**src/scl_pkg.sv**
```systemverilog
/*
  Shared constants and carrier types for the serial transceiver lane
  model: word widths, lock modes, detection timing and status bundles.
  Assumes a single 10 MHz clock domain and a synchronous reset.
*/
package scl_pkg;

  // ==========================================================================
  // Data path geometry
  // ==========================================================================
  localparam int unsigned SCL_MAX_W = 20;
  localparam int unsigned SCL_CNT_W = 5;
  localparam logic [1:0] SCL_WSEL_8 = 2'h0;
  localparam logic [1:0] SCL_WSEL_10 = 2'h1;
  localparam logic [1:0] SCL_WSEL_16 = 2'h2;
  localparam logic [1:0] SCL_WSEL_20 = 2'h3;
  localparam logic [SCL_CNT_W-1:0] SCL_CNT_ZERO = 5'h00;
  localparam logic [SCL_CNT_W-1:0] SCL_CNT_ONE = 5'h01;
  localparam logic [SCL_MAX_W-1:0] SCL_WORD_ZERO = 20'h0_0000;

  // ==========================================================================
  // Clock data recovery lock modes
  // ==========================================================================
  typedef enum logic [2:0] {
    SCL_LOCK_REF = 3'b001,
    SCL_LOCK_DATA = 3'b010,
    SCL_LOCK_OFF = 3'b100
  } scl_lock_t;

  // ==========================================================================
  // Receiver detection timing
  // ==========================================================================
  localparam int unsigned SCL_CLK_HZ = 10_000_000;
  localparam int unsigned SCL_DET_PULSE_NS = 1000;
  localparam int unsigned SCL_DET_WAIT_NS = 2000;
  localparam int unsigned SCL_DET_PULSE_CYC =
      (SCL_DET_PULSE_NS * (SCL_CLK_HZ / 1_000_000) + 999) / 1000;
  localparam int unsigned SCL_DET_WAIT_CYC =
      SCL_DET_WAIT_NS * (SCL_CLK_HZ / 1_000_000) / 1000;
  localparam int unsigned SCL_DET_CNT_W = 8;

  // ==========================================================================
  // Equalizer and multiplier encodings
  // ==========================================================================
  localparam int unsigned SCL_EQ_W = 4;
  localparam logic [SCL_EQ_W-1:0] SCL_EQ_RESET = 4'h0;
  localparam logic [2:0] SCL_MULT_RESET = 3'h0;
  localparam logic [4:0] SCL_PPM_RESET = 5'h00;

  // ==========================================================================
  // Status bundle
  // ==========================================================================
  typedef struct packed {
    logic pll_locked;
    logic data_locked;
    logic rx_present;
    logic detect_done;
  } scl_status_t;

endpackage

```
**src/scl_fifo.sv**
```systemverilog
/*
  Synchronous valid/ready FIFO with parameter width and depth.
  Assumes both sides share clk_i; depth is a power of two.
*/
`timescale 1ns/1ps
`default_nettype none
module scl_fifo #(
  parameter int unsigned WIDTH = 20,
  parameter int unsigned DEPTH = 16
) (
  // Clock and reset
  input wire logic clk_i,
  input wire logic srst_i,
  // Fill side
  input wire logic in_valid_i,
  output logic in_ready_o,
  input wire logic [WIDTH-1:0] in_data_i,
  // Drain side
  output logic out_valid_o,
  input wire logic out_ready_i,
  output logic [WIDTH-1:0] out_data_o
);
  localparam int unsigned AW = $clog2(DEPTH);

  logic [WIDTH-1:0] mem [DEPTH];
  logic [AW:0] wr_ptr;
  logic [AW:0] rd_ptr;
  logic do_wr;
  logic do_rd;

  assign in_ready_o = (wr_ptr - rd_ptr) != (AW+1)'(DEPTH);
  assign out_valid_o = wr_ptr != rd_ptr;
  assign out_data_o = mem[rd_ptr[AW-1:0]];
  assign do_wr = in_valid_i && in_ready_o;
  assign do_rd = out_valid_o && out_ready_i;

  always_ff @(posedge clk_i) begin
    if (do_wr) begin
      mem[wr_ptr[AW-1:0]] <= in_data_i;
    end
    if (srst_i) begin
      wr_ptr <= '0;
      rd_ptr <= '0;
    end else begin
      if (do_wr) begin
        wr_ptr <= wr_ptr + 1'b1;
      end
      if (do_rd) begin
        rd_ptr <= rd_ptr + 1'b1;
      end
    end
  end
endmodule
`default_nettype wire

```
**src/scl_lane.sv**
```systemverilog
/*
  One transceiver lane: transmit serializer with electrical idle and
  receiver detection, clock data recovery lock control, and receive
  deserializer feeding a FIFO toward the fabric.
  Assumes serial pins and analog status arrive asynchronously; one clock.
*/
`timescale 1ns/1ps
`default_nettype none

// Notes on behaviour
// - Transmit words of 8, 10, 16 or 20 bits go out serially, LSB first.
// - Received bits are gathered into words of the chosen width, first bit LSB.
// - No symbol boundary search is done, so word framing is arbitrary.
// - In PCIe PHY mode a receiver is detected by a pulse and its reflection.
// - Force electrical idle idles the output in PCIe mode, in any power state.
// - An unused receive channel has its PLL and recovery unit powered down.
// - Lock-to-data wins, lock-to-reference alone forces reference, else auto.
// - With both override inputs unconnected the recovery unit runs automatic.
// - Auto mode moves to data lock only when the PLL is within the PPM limit.
// - The data-lock output shows when the recovery unit is locked to data.
// - The PLL lock output shows when the receiver PLL tracks its reference.
// - The PLL multiplier is chosen from 1, 4, 5, 8, 10, 16, 20 and 25.
// - Pre-emphasis is static or set at run time by the reconfig controller.
// - The adaptive equalizer may be powered down once it has settled.
// - The equalizer gain offers sixteen settings.
module scl_lane
  import scl_pkg::*;
#(
  parameter int unsigned FIFO_DEPTH = 16,
  parameter logic [3:0] PREEMPH_STATIC = 4'h0
) (
  // Clock and reset
  input wire logic clk_i,
  input wire logic srst_i,
  // Configuration
  input wire logic [1:0] width_sel_i,
  input wire logic pcie_mode_i,
  input wire logic rx_used_i,
  input wire logic [2:0] mult_sel_i,
  input wire logic [4:0] ppm_limit_i,
  input wire logic [3:0] eq_gain_i,
  input wire logic eq_adapt_pd_i,
  input wire logic preemph_dyn_en_i,
  input wire logic [3:0] preemph_dyn_i,
  // Lock control overrides, tie low when unused
  input wire logic lock_to_ref_i,
  input wire logic lock_to_data_i,
  // Analog status inputs
  input wire logic pll_lock_raw_i,
  input wire logic [4:0] ppm_offset_i,
  input wire logic eq_settled_i,
  // Transmit fabric side
  input wire logic [SCL_MAX_W-1:0] tx_word_i,
  input wire logic tx_valid_i,
  output logic tx_ready_o,
  input wire logic force_idle_i,
  input wire logic detect_req_i,
  // Transmit line side
  output logic tx_bit_o,
  output logic tx_idle_o,
  output logic tx_det_pulse_o,
  input wire logic tx_reflect_i,
  // Receive line side
  input wire logic rx_bit_i,
  // Receive fabric side
  output logic [SCL_MAX_W-1:0] rx_word_o,
  output logic rx_valid_o,
  input wire logic rx_ready_i,
  // Status and analog controls
  output logic [3:0] status_o,
  output logic [2:0] lock_mode_o,
  output logic rx_pd_o,
  output logic eq_pd_o,
  output logic [3:0] eq_gain_o,
  output logic [4:0] mult_o,
  output logic [3:0] preemph_o
);

  // ==========================================================================
  // Helpers
  // ==========================================================================
  function automatic logic [SCL_CNT_W-1:0] word_len(input logic [1:0] s);
    case (s)
      SCL_WSEL_8: word_len = 5'd8;
      SCL_WSEL_10: word_len = 5'd10;
      SCL_WSEL_16: word_len = 5'd16;
      default: word_len = 5'd20;
    endcase
  endfunction

  function automatic logic [4:0] mult_val(input logic [2:0] s);
    case (s)
      3'h0: mult_val = 5'd1;
      3'h1: mult_val = 5'd4;
      3'h2: mult_val = 5'd5;
      3'h3: mult_val = 5'd8;
      3'h4: mult_val = 5'd10;
      3'h5: mult_val = 5'd16;
      3'h6: mult_val = 5'd20;
      default: mult_val = 5'd25;
    endcase
  endfunction

  typedef enum logic [2:0] {
    DET_IDLE = 3'b001,
    DET_PULSE = 3'b010,
    DET_WAIT = 3'b100
  } scl_det_t;

  typedef struct packed {
    logic [1:0] sync_lock;
    logic [1:0] sync_rx;
    logic [1:0] sync_refl;
    logic [1:0] sync_settle;
    logic [SCL_MAX_W-1:0] tx_shift;
    logic [SCL_CNT_W-1:0] tx_cnt;
    logic tx_bit;
    logic tx_idle;
    logic tx_pulse;
    logic [SCL_MAX_W-1:0] rx_shift;
    logic [SCL_CNT_W-1:0] rx_cnt;
    logic [SCL_MAX_W-1:0] rx_word;
    logic rx_word_vld;
    scl_det_t det;
    logic [SCL_DET_CNT_W-1:0] det_cnt;
    logic seen;
    scl_status_t status;
    scl_lock_t lock;
    logic rx_pd;
    logic eq_pd;
    logic [3:0] eq_gain;
    logic [4:0] mult;
    logic [3:0] preemph;
  } scl_state_t;

  scl_state_t st;
  scl_state_t next_st;
  logic [SCL_MAX_W-1:0] fifo_data;
  logic fifo_valid;
  logic [SCL_CNT_W-1:0] wlen;
  logic ppm_ok;

  assign wlen = word_len(width_sel_i);
  assign ppm_ok = ppm_offset_i <= ppm_limit_i;

  // ==========================================================================
  // Next state
  // ==========================================================================
  always_comb begin
    next_st = st;
    next_st.sync_lock = {st.sync_lock[0], pll_lock_raw_i};
    next_st.sync_rx = {st.sync_rx[0], rx_bit_i};
    next_st.sync_refl = {st.sync_refl[0], tx_reflect_i};
    next_st.sync_settle = {st.sync_settle[0], eq_settled_i};
    next_st.tx_pulse = 1'b0;

    // Idle only counts in PCIe mode; the power state plays no part.
    next_st.tx_idle = pcie_mode_i && force_idle_i;

    // A new word loads when the last bit of the previous one leaves.
    if (st.tx_cnt == SCL_CNT_ZERO || st.tx_cnt == SCL_CNT_ONE) begin
      // Ready gates the take, so the cycle after reset takes no word.
      if (tx_valid_i && tx_ready_o) begin
        next_st.tx_bit = tx_word_i[0];
        next_st.tx_shift = tx_word_i >> 1;
        next_st.tx_cnt = wlen;
      end else begin
        next_st.tx_bit = 1'b0;
        next_st.tx_cnt = SCL_CNT_ZERO;
      end
    end else begin
      next_st.tx_bit = st.tx_shift[0];
      next_st.tx_shift = st.tx_shift >> 1;
      next_st.tx_cnt = st.tx_cnt - SCL_CNT_ONE;
    end

    // Detection starts only while the line is already idle.
    case (st.det)
      DET_IDLE: begin
        if (detect_req_i && pcie_mode_i && st.tx_idle) begin
          next_st.det = DET_PULSE;
          next_st.det_cnt = SCL_DET_CNT_W'(SCL_DET_PULSE_CYC);
          next_st.seen = 1'b0;
          next_st.status.detect_done = 1'b0;
        end
      end
      DET_PULSE: begin
        next_st.tx_pulse = 1'b1;
        next_st.det_cnt = st.det_cnt - 1'b1;
        if (st.det_cnt == SCL_DET_CNT_W'(1)) begin
          next_st.det = DET_WAIT;
          next_st.det_cnt = SCL_DET_CNT_W'(SCL_DET_WAIT_CYC);
        end
      end
      DET_WAIT: begin
        // A slow reflection means a load is present on the lane.
        next_st.seen = st.seen | st.sync_refl[1];
        next_st.det_cnt = st.det_cnt - 1'b1;
        if (st.det_cnt == SCL_DET_CNT_W'(1)) begin
          next_st.det = DET_IDLE;
          next_st.status.rx_present = st.seen | st.sync_refl[1];
          next_st.status.detect_done = 1'b1;
        end
      end
      default: next_st.det = DET_IDLE;
    endcase

    // Receive path, no boundary search.
    next_st.rx_word_vld = 1'b0;
    if (st.rx_pd) begin
      next_st.rx_cnt = SCL_CNT_ZERO;
    end else begin
      next_st.rx_shift = {st.sync_rx[1], st.rx_shift[SCL_MAX_W-1:1]};
      next_st.rx_cnt = st.rx_cnt + SCL_CNT_ONE;
      if (st.rx_cnt + SCL_CNT_ONE == wlen) begin
        next_st.rx_word = next_st.rx_shift >> (SCL_MAX_W - wlen);
        next_st.rx_word_vld = 1'b1;
        next_st.rx_cnt = SCL_CNT_ZERO;
      end
    end

    // Lock mode selection; unconnected overrides read low.
    next_st.rx_pd = !rx_used_i;
    if (!rx_used_i) begin
      next_st.lock = SCL_LOCK_OFF;
    end else if (lock_to_data_i) begin
      next_st.lock = SCL_LOCK_DATA;
    end else if (lock_to_ref_i) begin
      next_st.lock = SCL_LOCK_REF;
    end else if (st.lock != SCL_LOCK_DATA) begin
      // Leave reference lock only inside the PPM window.
      next_st.lock = (st.sync_lock[1] && ppm_ok) ? SCL_LOCK_DATA
                                                : SCL_LOCK_REF;
    end else if (!st.sync_lock[1]) begin
      next_st.lock = SCL_LOCK_REF;
    end
    next_st.status.data_locked = next_st.lock == SCL_LOCK_DATA;
    next_st.status.pll_locked = st.sync_lock[1] && rx_used_i;

    next_st.mult = mult_val(mult_sel_i);
    next_st.preemph = preemph_dyn_en_i ? preemph_dyn_i
                                       : PREEMPH_STATIC;
    // Power down only once the adaption has settled.
    next_st.eq_pd = eq_adapt_pd_i && st.sync_settle[1];
    next_st.eq_gain = eq_gain_i;
  end

  // ==========================================================================
  // State register
  // ==========================================================================
  always_ff @(posedge clk_i) begin
    if (srst_i) begin
      st <= '0;
      st.det <= DET_IDLE;
      st.lock <= SCL_LOCK_OFF;
      st.rx_pd <= 1'b1;
      st.eq_gain <= SCL_EQ_RESET;
      st.mult <= mult_val(SCL_MULT_RESET);
    end else begin
      st <= next_st;
    end
  end

  // ==========================================================================
  // Receive FIFO; a full FIFO drops words since the line cannot stall.
  // ==========================================================================
  scl_fifo #(
    .WIDTH(SCL_MAX_W),
    .DEPTH(FIFO_DEPTH)
  ) u_fifo (
    .clk_i(clk_i),
    .srst_i(srst_i),
    .in_valid_i(st.rx_word_vld),
    .in_ready_o(),
    .in_data_i(st.rx_word),
    .out_valid_o(fifo_valid),
    // Pop exactly when the output stage loads, so no word shows twice.
    .out_ready_i(!rx_valid_o || rx_ready_i),
    .out_data_o(fifo_data)
  );

  // Registered output stage so the top outputs come from flip-flops.
  always_ff @(posedge clk_i) begin
    if (srst_i) begin
      rx_valid_o <= 1'b0;
      rx_word_o <= SCL_WORD_ZERO;
      tx_ready_o <= 1'b0;
    end else begin
      if (!rx_valid_o || rx_ready_i) begin
        rx_valid_o <= fifo_valid;
        rx_word_o <= fifo_data;
      end
      tx_ready_o <= next_st.tx_cnt == SCL_CNT_ZERO ||
                    next_st.tx_cnt == SCL_CNT_ONE;
    end
  end

  assign tx_bit_o = st.tx_bit;
  assign tx_idle_o = st.tx_idle;
  assign tx_det_pulse_o = st.tx_pulse;
  assign status_o = st.status;
  assign lock_mode_o = st.lock;
  assign rx_pd_o = st.rx_pd;
  assign eq_pd_o = st.eq_pd;
  assign eq_gain_o = st.eq_gain;
  assign mult_o = st.mult;
  assign preemph_o = st.preemph;

endmodule
`default_nettype wire

```
**config.mk**
```make
export PLATFORM = sky130hd
export DESIGN_NAME = scl_lane
export DESIGN_NICKNAME = d
export VERILOG_FILES = /design/src/scl_pkg.sv /design/src/scl_fifo.sv /design/src/scl_lane.sv
export SDC_FILE = /design/constraint.sdc
export NUM_CORES = 1
export LEC_CHECK = 0
export ABC_AREA = 1
export BUFFER_PORTS_ARGS = -buffer_cell sky130_fd_sc_hd__buf_2
export CAP_MARGIN = 40
export CORE_MARGIN = 10
export CORE_UTILIZATION = 55
export CTS_CLUSTER_SIZE = 12
export DETAILED_ROUTE_END_ITERATION = 7
export PLACE_DENSITY_LB_ADDON = 0.3
export SLEW_MARGIN = 20
export SYNTH_ARGS = -nofsm -noshare
export SYNTH_HDL_FRONTEND = slang
export SYNTH_SLANG_ARGS = --single-unit
export TNS_END_PERCENT = 20
```
**constraint.sdc**
```tcl
create_clock -name clk_i -period 3.86 [get_ports clk_i]
set_clock_uncertainty 0.05 [all_clocks]
set_input_delay 0.579 -clock clk_i [delete_from_list [all_inputs] [get_ports clk_i]]
set_output_delay 0.579 -clock clk_i [all_outputs]
set_load 0.005 [all_outputs]
```
# --- Yosys cells after proc, flatten, opt, wreduce, memory -nomap -nowiden ---
# Memory sizes are Yosys's and may differ from the RTL's. A register that Yosys moved wholly into a read port is not among the register bits.
# Index checks and enable logic that the tools add are counted.
totals:
  regBits: 127
  mem_bits_rw: 320
  output_inout_bits: 47
  wordCells: 119
  memories: 1
op_classes:
  add_sub_neg: 7
  n_lt_le_gt_ge: 1
  eq_ne: 23
  shift: 1
  muxes: 24
  bitwise: 3
  n_reduce_logical: 29
memory_table:
  columns: ["name", "depth", "width", "rd", "rd_ports_with_merged_regs", "wr", "line_no", "rtl"]
  rows:
  - ["u_fifo.mem", 16, 20, 1, 1, 1, "scl_fifo.sv:25", "logic [WIDTH-1:0] mem [DEPTH];"]
ops:
  columns: ["op", "count"]
  rows:
  - ["$pmux 5 s7", 1]
  - ["$shr 20x32->20", 1]
  - ["$mux 25", 1]
  - ["$pmux 8 s3", 1]
  - ["$mux 19", 1]
  - ["$mux 3", 6]
  - ["$add 5x1->5 const B", 3]
  - ["$pmux 5 s3", 1]
  - ["$eq 3x2->1 const B", 4]
  - ["$eq 3x3->1 const B", 4]
  - ["$mux 12", 1]
  - ["$mux 11", 1]
  - ["$eq 5x1->1 const B", 2]
  - ["$logic_not 5->1", 2]
  - ["$logic_and 1x1->1", 9]
  - ["$pmux 3 s3", 1]
  - ["$eq 8x1->1 const B", 1]
  - ["$reduce_and 2->1", 4]
  - ["$sub 8x1->8 const B", 1]
  - ["$eq 3x1->1 const B", 2]
  - ["$mux 1", 6]
  - ["$mux 6", 1]
  - ["$ne 2x2->1 const B", 3]
  - ["$reduce_and 3->1", 2]
  - ["other kinds (23)", 29]

# --- Longest topological paths before layout ---
logic_depth:
  word_depth: 8
  depth_mapped: 15
  mapped_depth_nobuf: 14

# --- Hierarchy ---
# Synthesis repeated with hierarchy kept, for this count alone.
hier_totals:
  hier_cells: 1901
  area_unflattened_um2: 19500.0
by_module_without_submodules:
  columns: ["module", "n_inst", "cells_each", "area_per_inst_um2"]
  rows:
  - ["scl_fifo", 1, 1066, 13470.4]
  - ["scl_lane", 1, 835, 6029.5]

# --- Worst setup path after synthesis ---
# OpenSTA, ideal clock, no wires.
synth_timing:
  path_type: "reg2reg"
  start: "register u_fifo.rd_ptr[2]"
  end: "memory u_fifo.mem[0][0] (enable)"
  setup_time_ps: 397
  arrival_time_ps: 2765
  path_slack_ps: 649
  path_stages_with_launch: 15
  n_path_buf: 2
  period_less_slack_ps: 3211
  cell_sequence: "dfxtp_1 -> clkbuf_1 -> inv_1 -> clkbuf_1 -> ha_1 -> nand2_1 -> inv_1 -> nand2_1 -> nand2_1 -> nand2_1 -> nand2_1 -> nor2_1 -> nor2_2 -> nand2_1 -> nor2_1"
synth_via:
  elab_chain_len: 5
synth_rtl:
  columns: ["element", "line_no", "rtl"]
  rows:
  - ["start, declared", "scl_fifo.sv:27", "logic [AW:0] rd_ptr;"]
  - ["start signal, assigned", "scl_fifo.sv:49", "rd_ptr <= rd_ptr + 1'b1;"]
  - ["$sub 5x5->5", "scl_fifo.sv:31", "assign in_ready_o = (wr_ptr - rd_ptr) != (AW+1)'(DEPTH);"]
  - ["$ne 5x5->1", "scl_fifo.sv:31", null]
  - ["$logic_and 1x1->1", "scl_fifo.sv:34", "assign do_wr = in_valid_i && in_ready_o;"]
  - ["$mux 1", "scl_fifo.sv:38", "if (do_wr) begin"]
  - ["$mux 1 (not written as such)", "scl_fifo.sv:39", "mem[wr_ptr[AW-1:0]] <= in_data_i;"]
  - ["end, declared", "scl_fifo.sv:25", null]
# Every way passes these cells.

# --- Worst setup path after layout ---
layout_timing:
  start: "register u_fifo.wr_ptr[2]"
  end: "memory u_fifo.mem[14][2] (enable)"
layout_via:
  elab_chain_len: 5
layout_rtl:
  columns: ["element", "line_no", "rtl"]
  rows:
  - ["start, declared", "scl_fifo.sv:26", "logic [AW:0] wr_ptr;"]
  - ["start signal, assigned", "scl_fifo.sv:46", "wr_ptr <= wr_ptr + 1'b1;"]
  - ["$sub 5x5->5", "scl_fifo.sv:31", null]
  - ["$ne 5x5->1", "scl_fifo.sv:31", null]
  - ["$logic_and 1x1->1", "scl_fifo.sv:34", null]
  - ["$mux 1", "scl_fifo.sv:38", null]
  - ["$mux 1 (not written as such)", "scl_fifo.sv:39", null]
# Several ways; a longest one is shown, not always the timed one.

==> results by group <==
Status
  • Status: finished, final reports clean

Floorplanning
  • Cell Rows: 67
  • Core area: 33,700 sq um
  • Die ar.: 42,200 sq um
  • Initial Utilization: 56.1%
  • I/O pin count: 106
  • Die height: 205 um
  • Width of the die: 205 um

Worst setup path
  • Crit path required time: 4.08 ns
  • CP dominant cell by count: nand2_1
  • FF-to-FF setup slack: 1.05 ns
  • Crit path kind: reg2reg
  • Worst reg-to-reg path cell count: 11
  • Worst path max stage delay: 0.51 ns
  • CP top delay family: simple AND/OR/NAND/NOR gates
  • CP endpoint kind: register
  • Crit Path Max Fanout: 15
  • Arrival @ worst endpoint: 3.03 ns
  • CP max stage cell: dfxtp_1
  • Crit-path cells: ha_1 -> nand2_1 -> inv_1 -> nand2_1 -> nand3_1 -> nand2_1 -> nor2_1 -> nor2_2 -> nand2_1 -> nor2_2 -> buf_12
  • Crit. path cell count: 11
  • Crit path launch type: register
  • CP bufs+invs: 2

Logic synthesis
  • Yosys cell types: 40
  • Most instantiated library cell after synthesis: edfxtp_1
  • Sequential share of the synthesized area: 66.3%
  • Synthesized instance count: 1,828
  • Post-synth top cells: edfxtp_1, nand2_1, nor2_1, o21ai_0, dfxtp_1
  • Synth Cell Area: 18,900 sq um
  • Top-area cell type share of the netlist area: 50.8%
  • Top FF cell, synth: edfxtp_1
  • Syn_nets: 1,907
  • Largest cells by area after synthesis: edfxtp_1, dfxtp_1, nand2_1
  • Post-synth top area cell: edfxtp_1
  • Post-synth EDFFs: 320
  • Ys Warns: 0
  • Register bit total from synthesis: 466
  • Post-Syn Area per Cell: 10.3 sq um
  • Fraction of registers with async set/reset: 0%

Routing
  • Pre-antenna DRT Iters: 5
  • Vias post-DR: 13,600
  • Drt drc: 0
  • Iter 0 DRT Violations: 1,333
  • Final ANT Viol Nets: 0
  • Detailed Route WL: 45.8 mm
  • Avg WL per Cell: 19.2 um
  • Via/cell ratio: 5.71

Clock tree
  • CTS max path bufs: 3
  • Num CTS Buffers: 48
  • Hold_buf cts: 0
  • Resized cells post-CTS: 0
  • Root buf cell: clkbuf_16
  • Clock slew at reported path FFs: 0.06 ns
  • TritonCTS clock tree: built
  • Setup bufs post-CTS: 0
  • # H-tree levels: 2
  • Worst-Skew Late Latency: 0.57 ns
  • Clk sinks: 466

Pwr
  • Pleak: 8.49 nW
  • Maximum vdd drop: 0.446 mV
  • Tot Pwr: 0.0125 W
  • Pwr dens: 586 nW/um^2

Timing
  • Rel. slew slack: 44.5%
  • Setup violations, final: 0
  • Pins over their slew limit: 0
  • Hold Fails Final Rpt: 0
  • Fmax: 355 MHz
  • Measured slew at the worst slew-check pin: 0.831 ns
  • RSZ-0062 raised after global routing: no
  • Final period utilization: 72.9%
  • Setup TNS: 0 ns
  • Final Critical Period: 2.81 ns

Run
  • Maxcap violations: 0

Placement
  • GPL Wtd Cong: 0.888
  • Hpwl dp: 27.7 mm
  • Port Buf Inserts: 105
  • Placed Area: 19,800 sq um
  • Inst Count DP: 2,296

Finish
  • Final instance area: 21,300 sq um
  • Layout Utilization: 63.3%
  • Fillers: 2,651
  • Area of the multi-input gates: 5430 sq um
  • N_diodes: 0
  • Final Non-Filler Cells: 2,380
  • Count of nets after finishing: 1,978
  • Share of cells above drive strength 1: 12.8%
  • Sequential cell area: 12,500 sq um
  • Area Growth Syn to Fin: 12.8%

GRT
  • First-pass GRT wire length: 72.8 mm
  • Initial antenna violation count: 0
  • Gr ovfl total: 0
  • Overall Global Routing Usage: 21.8%
  • Vias in the first global route: 13,600
  • Largest net degree at the start of global routing: 88

Worst hold path
  • Min-Delay Path Class: in2reg
  • Hold Crit Depth: 2
## final timing paths
path,endpoint,startpoint
max,u_fifo.mem[14][2]$_DFFE_PP_,u_fifo.wr_ptr[2]$_SDFFE_PP0P_
min reg2reg,st[111]$_SDFF_PP0_,next_st[111]$_SDFF_PP0_
max reg2reg,u_fifo.mem[14][2]$_DFFE_PP_,u_fifo.wr_ptr[2]$_SDFFE_PP0P_
min,rx_pd_o$_SDFF_PP1_,rx_used_i
## worst reg2reg max path: cells and delay by family (launching register included)
| family | cells | cell delay, ns |
|---|---|---|
| AND/OR/NAND/NOR | 8 | 1.32 |
| flip-flops | 1 | 0.51 |
| adder cells (fa/ha/maj) | 1 | 0.35 |
| buffers and inverters | 2 | 0.29 |
## cells by family (layout without fill, tap and decap cells)
logic type,after synthesis,after routing,synth area share (%)
AND/OR/NAND/NOR,723,723,15.6
XOR/XNOR,9,9,0.417
AO/OA/AOI/OAI,379,379,11.1
flip-flops,466,466,66.3
buffers and inverters,231,335,5.27
adder cells (fa/ha/maj),20,20,1.32
## layer usage
layer	track usage, %	share of wire [%]
met1	28.7	42
met2	35.0	46
met3	4.21	8.5
met4	8.82	3.7
met5	0	0
## through the flow
stage | hold slack [ns] | setup slack (ns)
2_1_floorplan | 0.338 | 0.649
3_3_place_gp | 0.339 | 1.03
3_5_place_dp | 0.347 | 1.03
4_1_cts | 0.136 | 1.06
5_1_grt | 0.150 | 0.833
6_report | 0.154 | 1.05
## state kept, by name, indices dropped and copies added, names as in the netlist, 3 cells and up
register	flops
next_st	4
eq_gain_o	4
u_fifo.mem	320
preemph_o	4
u_fifo.wr_ptr	5
lock_mode_o	3
u_fifo.rd_ptr	5
status_o	4
rx_word_o	20
mult_o	5
st	85
## area by class of cell
type	count	area share (%)
clock inverters	8	0.457
inverters	112	1.98
multi-input cells	1131	25.5
clock buffers	75	6.52
flip-flops and latches	466	58.8
repair buffers	140	4.18
well taps	448	2.63
## cell usage in the layout, fill, tap and decap left out, types with 3 or more instances in the layout
cell type and instances:
buf_4 28, inv_1 101, clkinv_2 4, clkbuf_8 4, a21oi_1 98, ha_1 20, a31oi_1 18, inv_2 9
nand2_1 305, nor2_4 3, nor2_1 268, o21ai_1 14, xnor2_1 3, nor2_2 19, dfxtp_1 144, nor3b_1 3
o211ai_1 18, buf_2 105, o22ai_1 15, xor2_1 6, o21ai_0 181, buf_12 5, clkbuf_1 18, o21bai_1 3
nand3_1 105, o221ai_1 25, edfxtp_1 320, nor3_1 4, nand4_1 9, clkbuf_16 50
## report_power, final
group	switching [W]	internal [W]	total (W)
clock network	0.00181	0.00260	0.00441
registers	0.000103	0.00543	0.00553
logic	0.00174	0.000819	0.00256
Power figures use the tool's default switching activity.
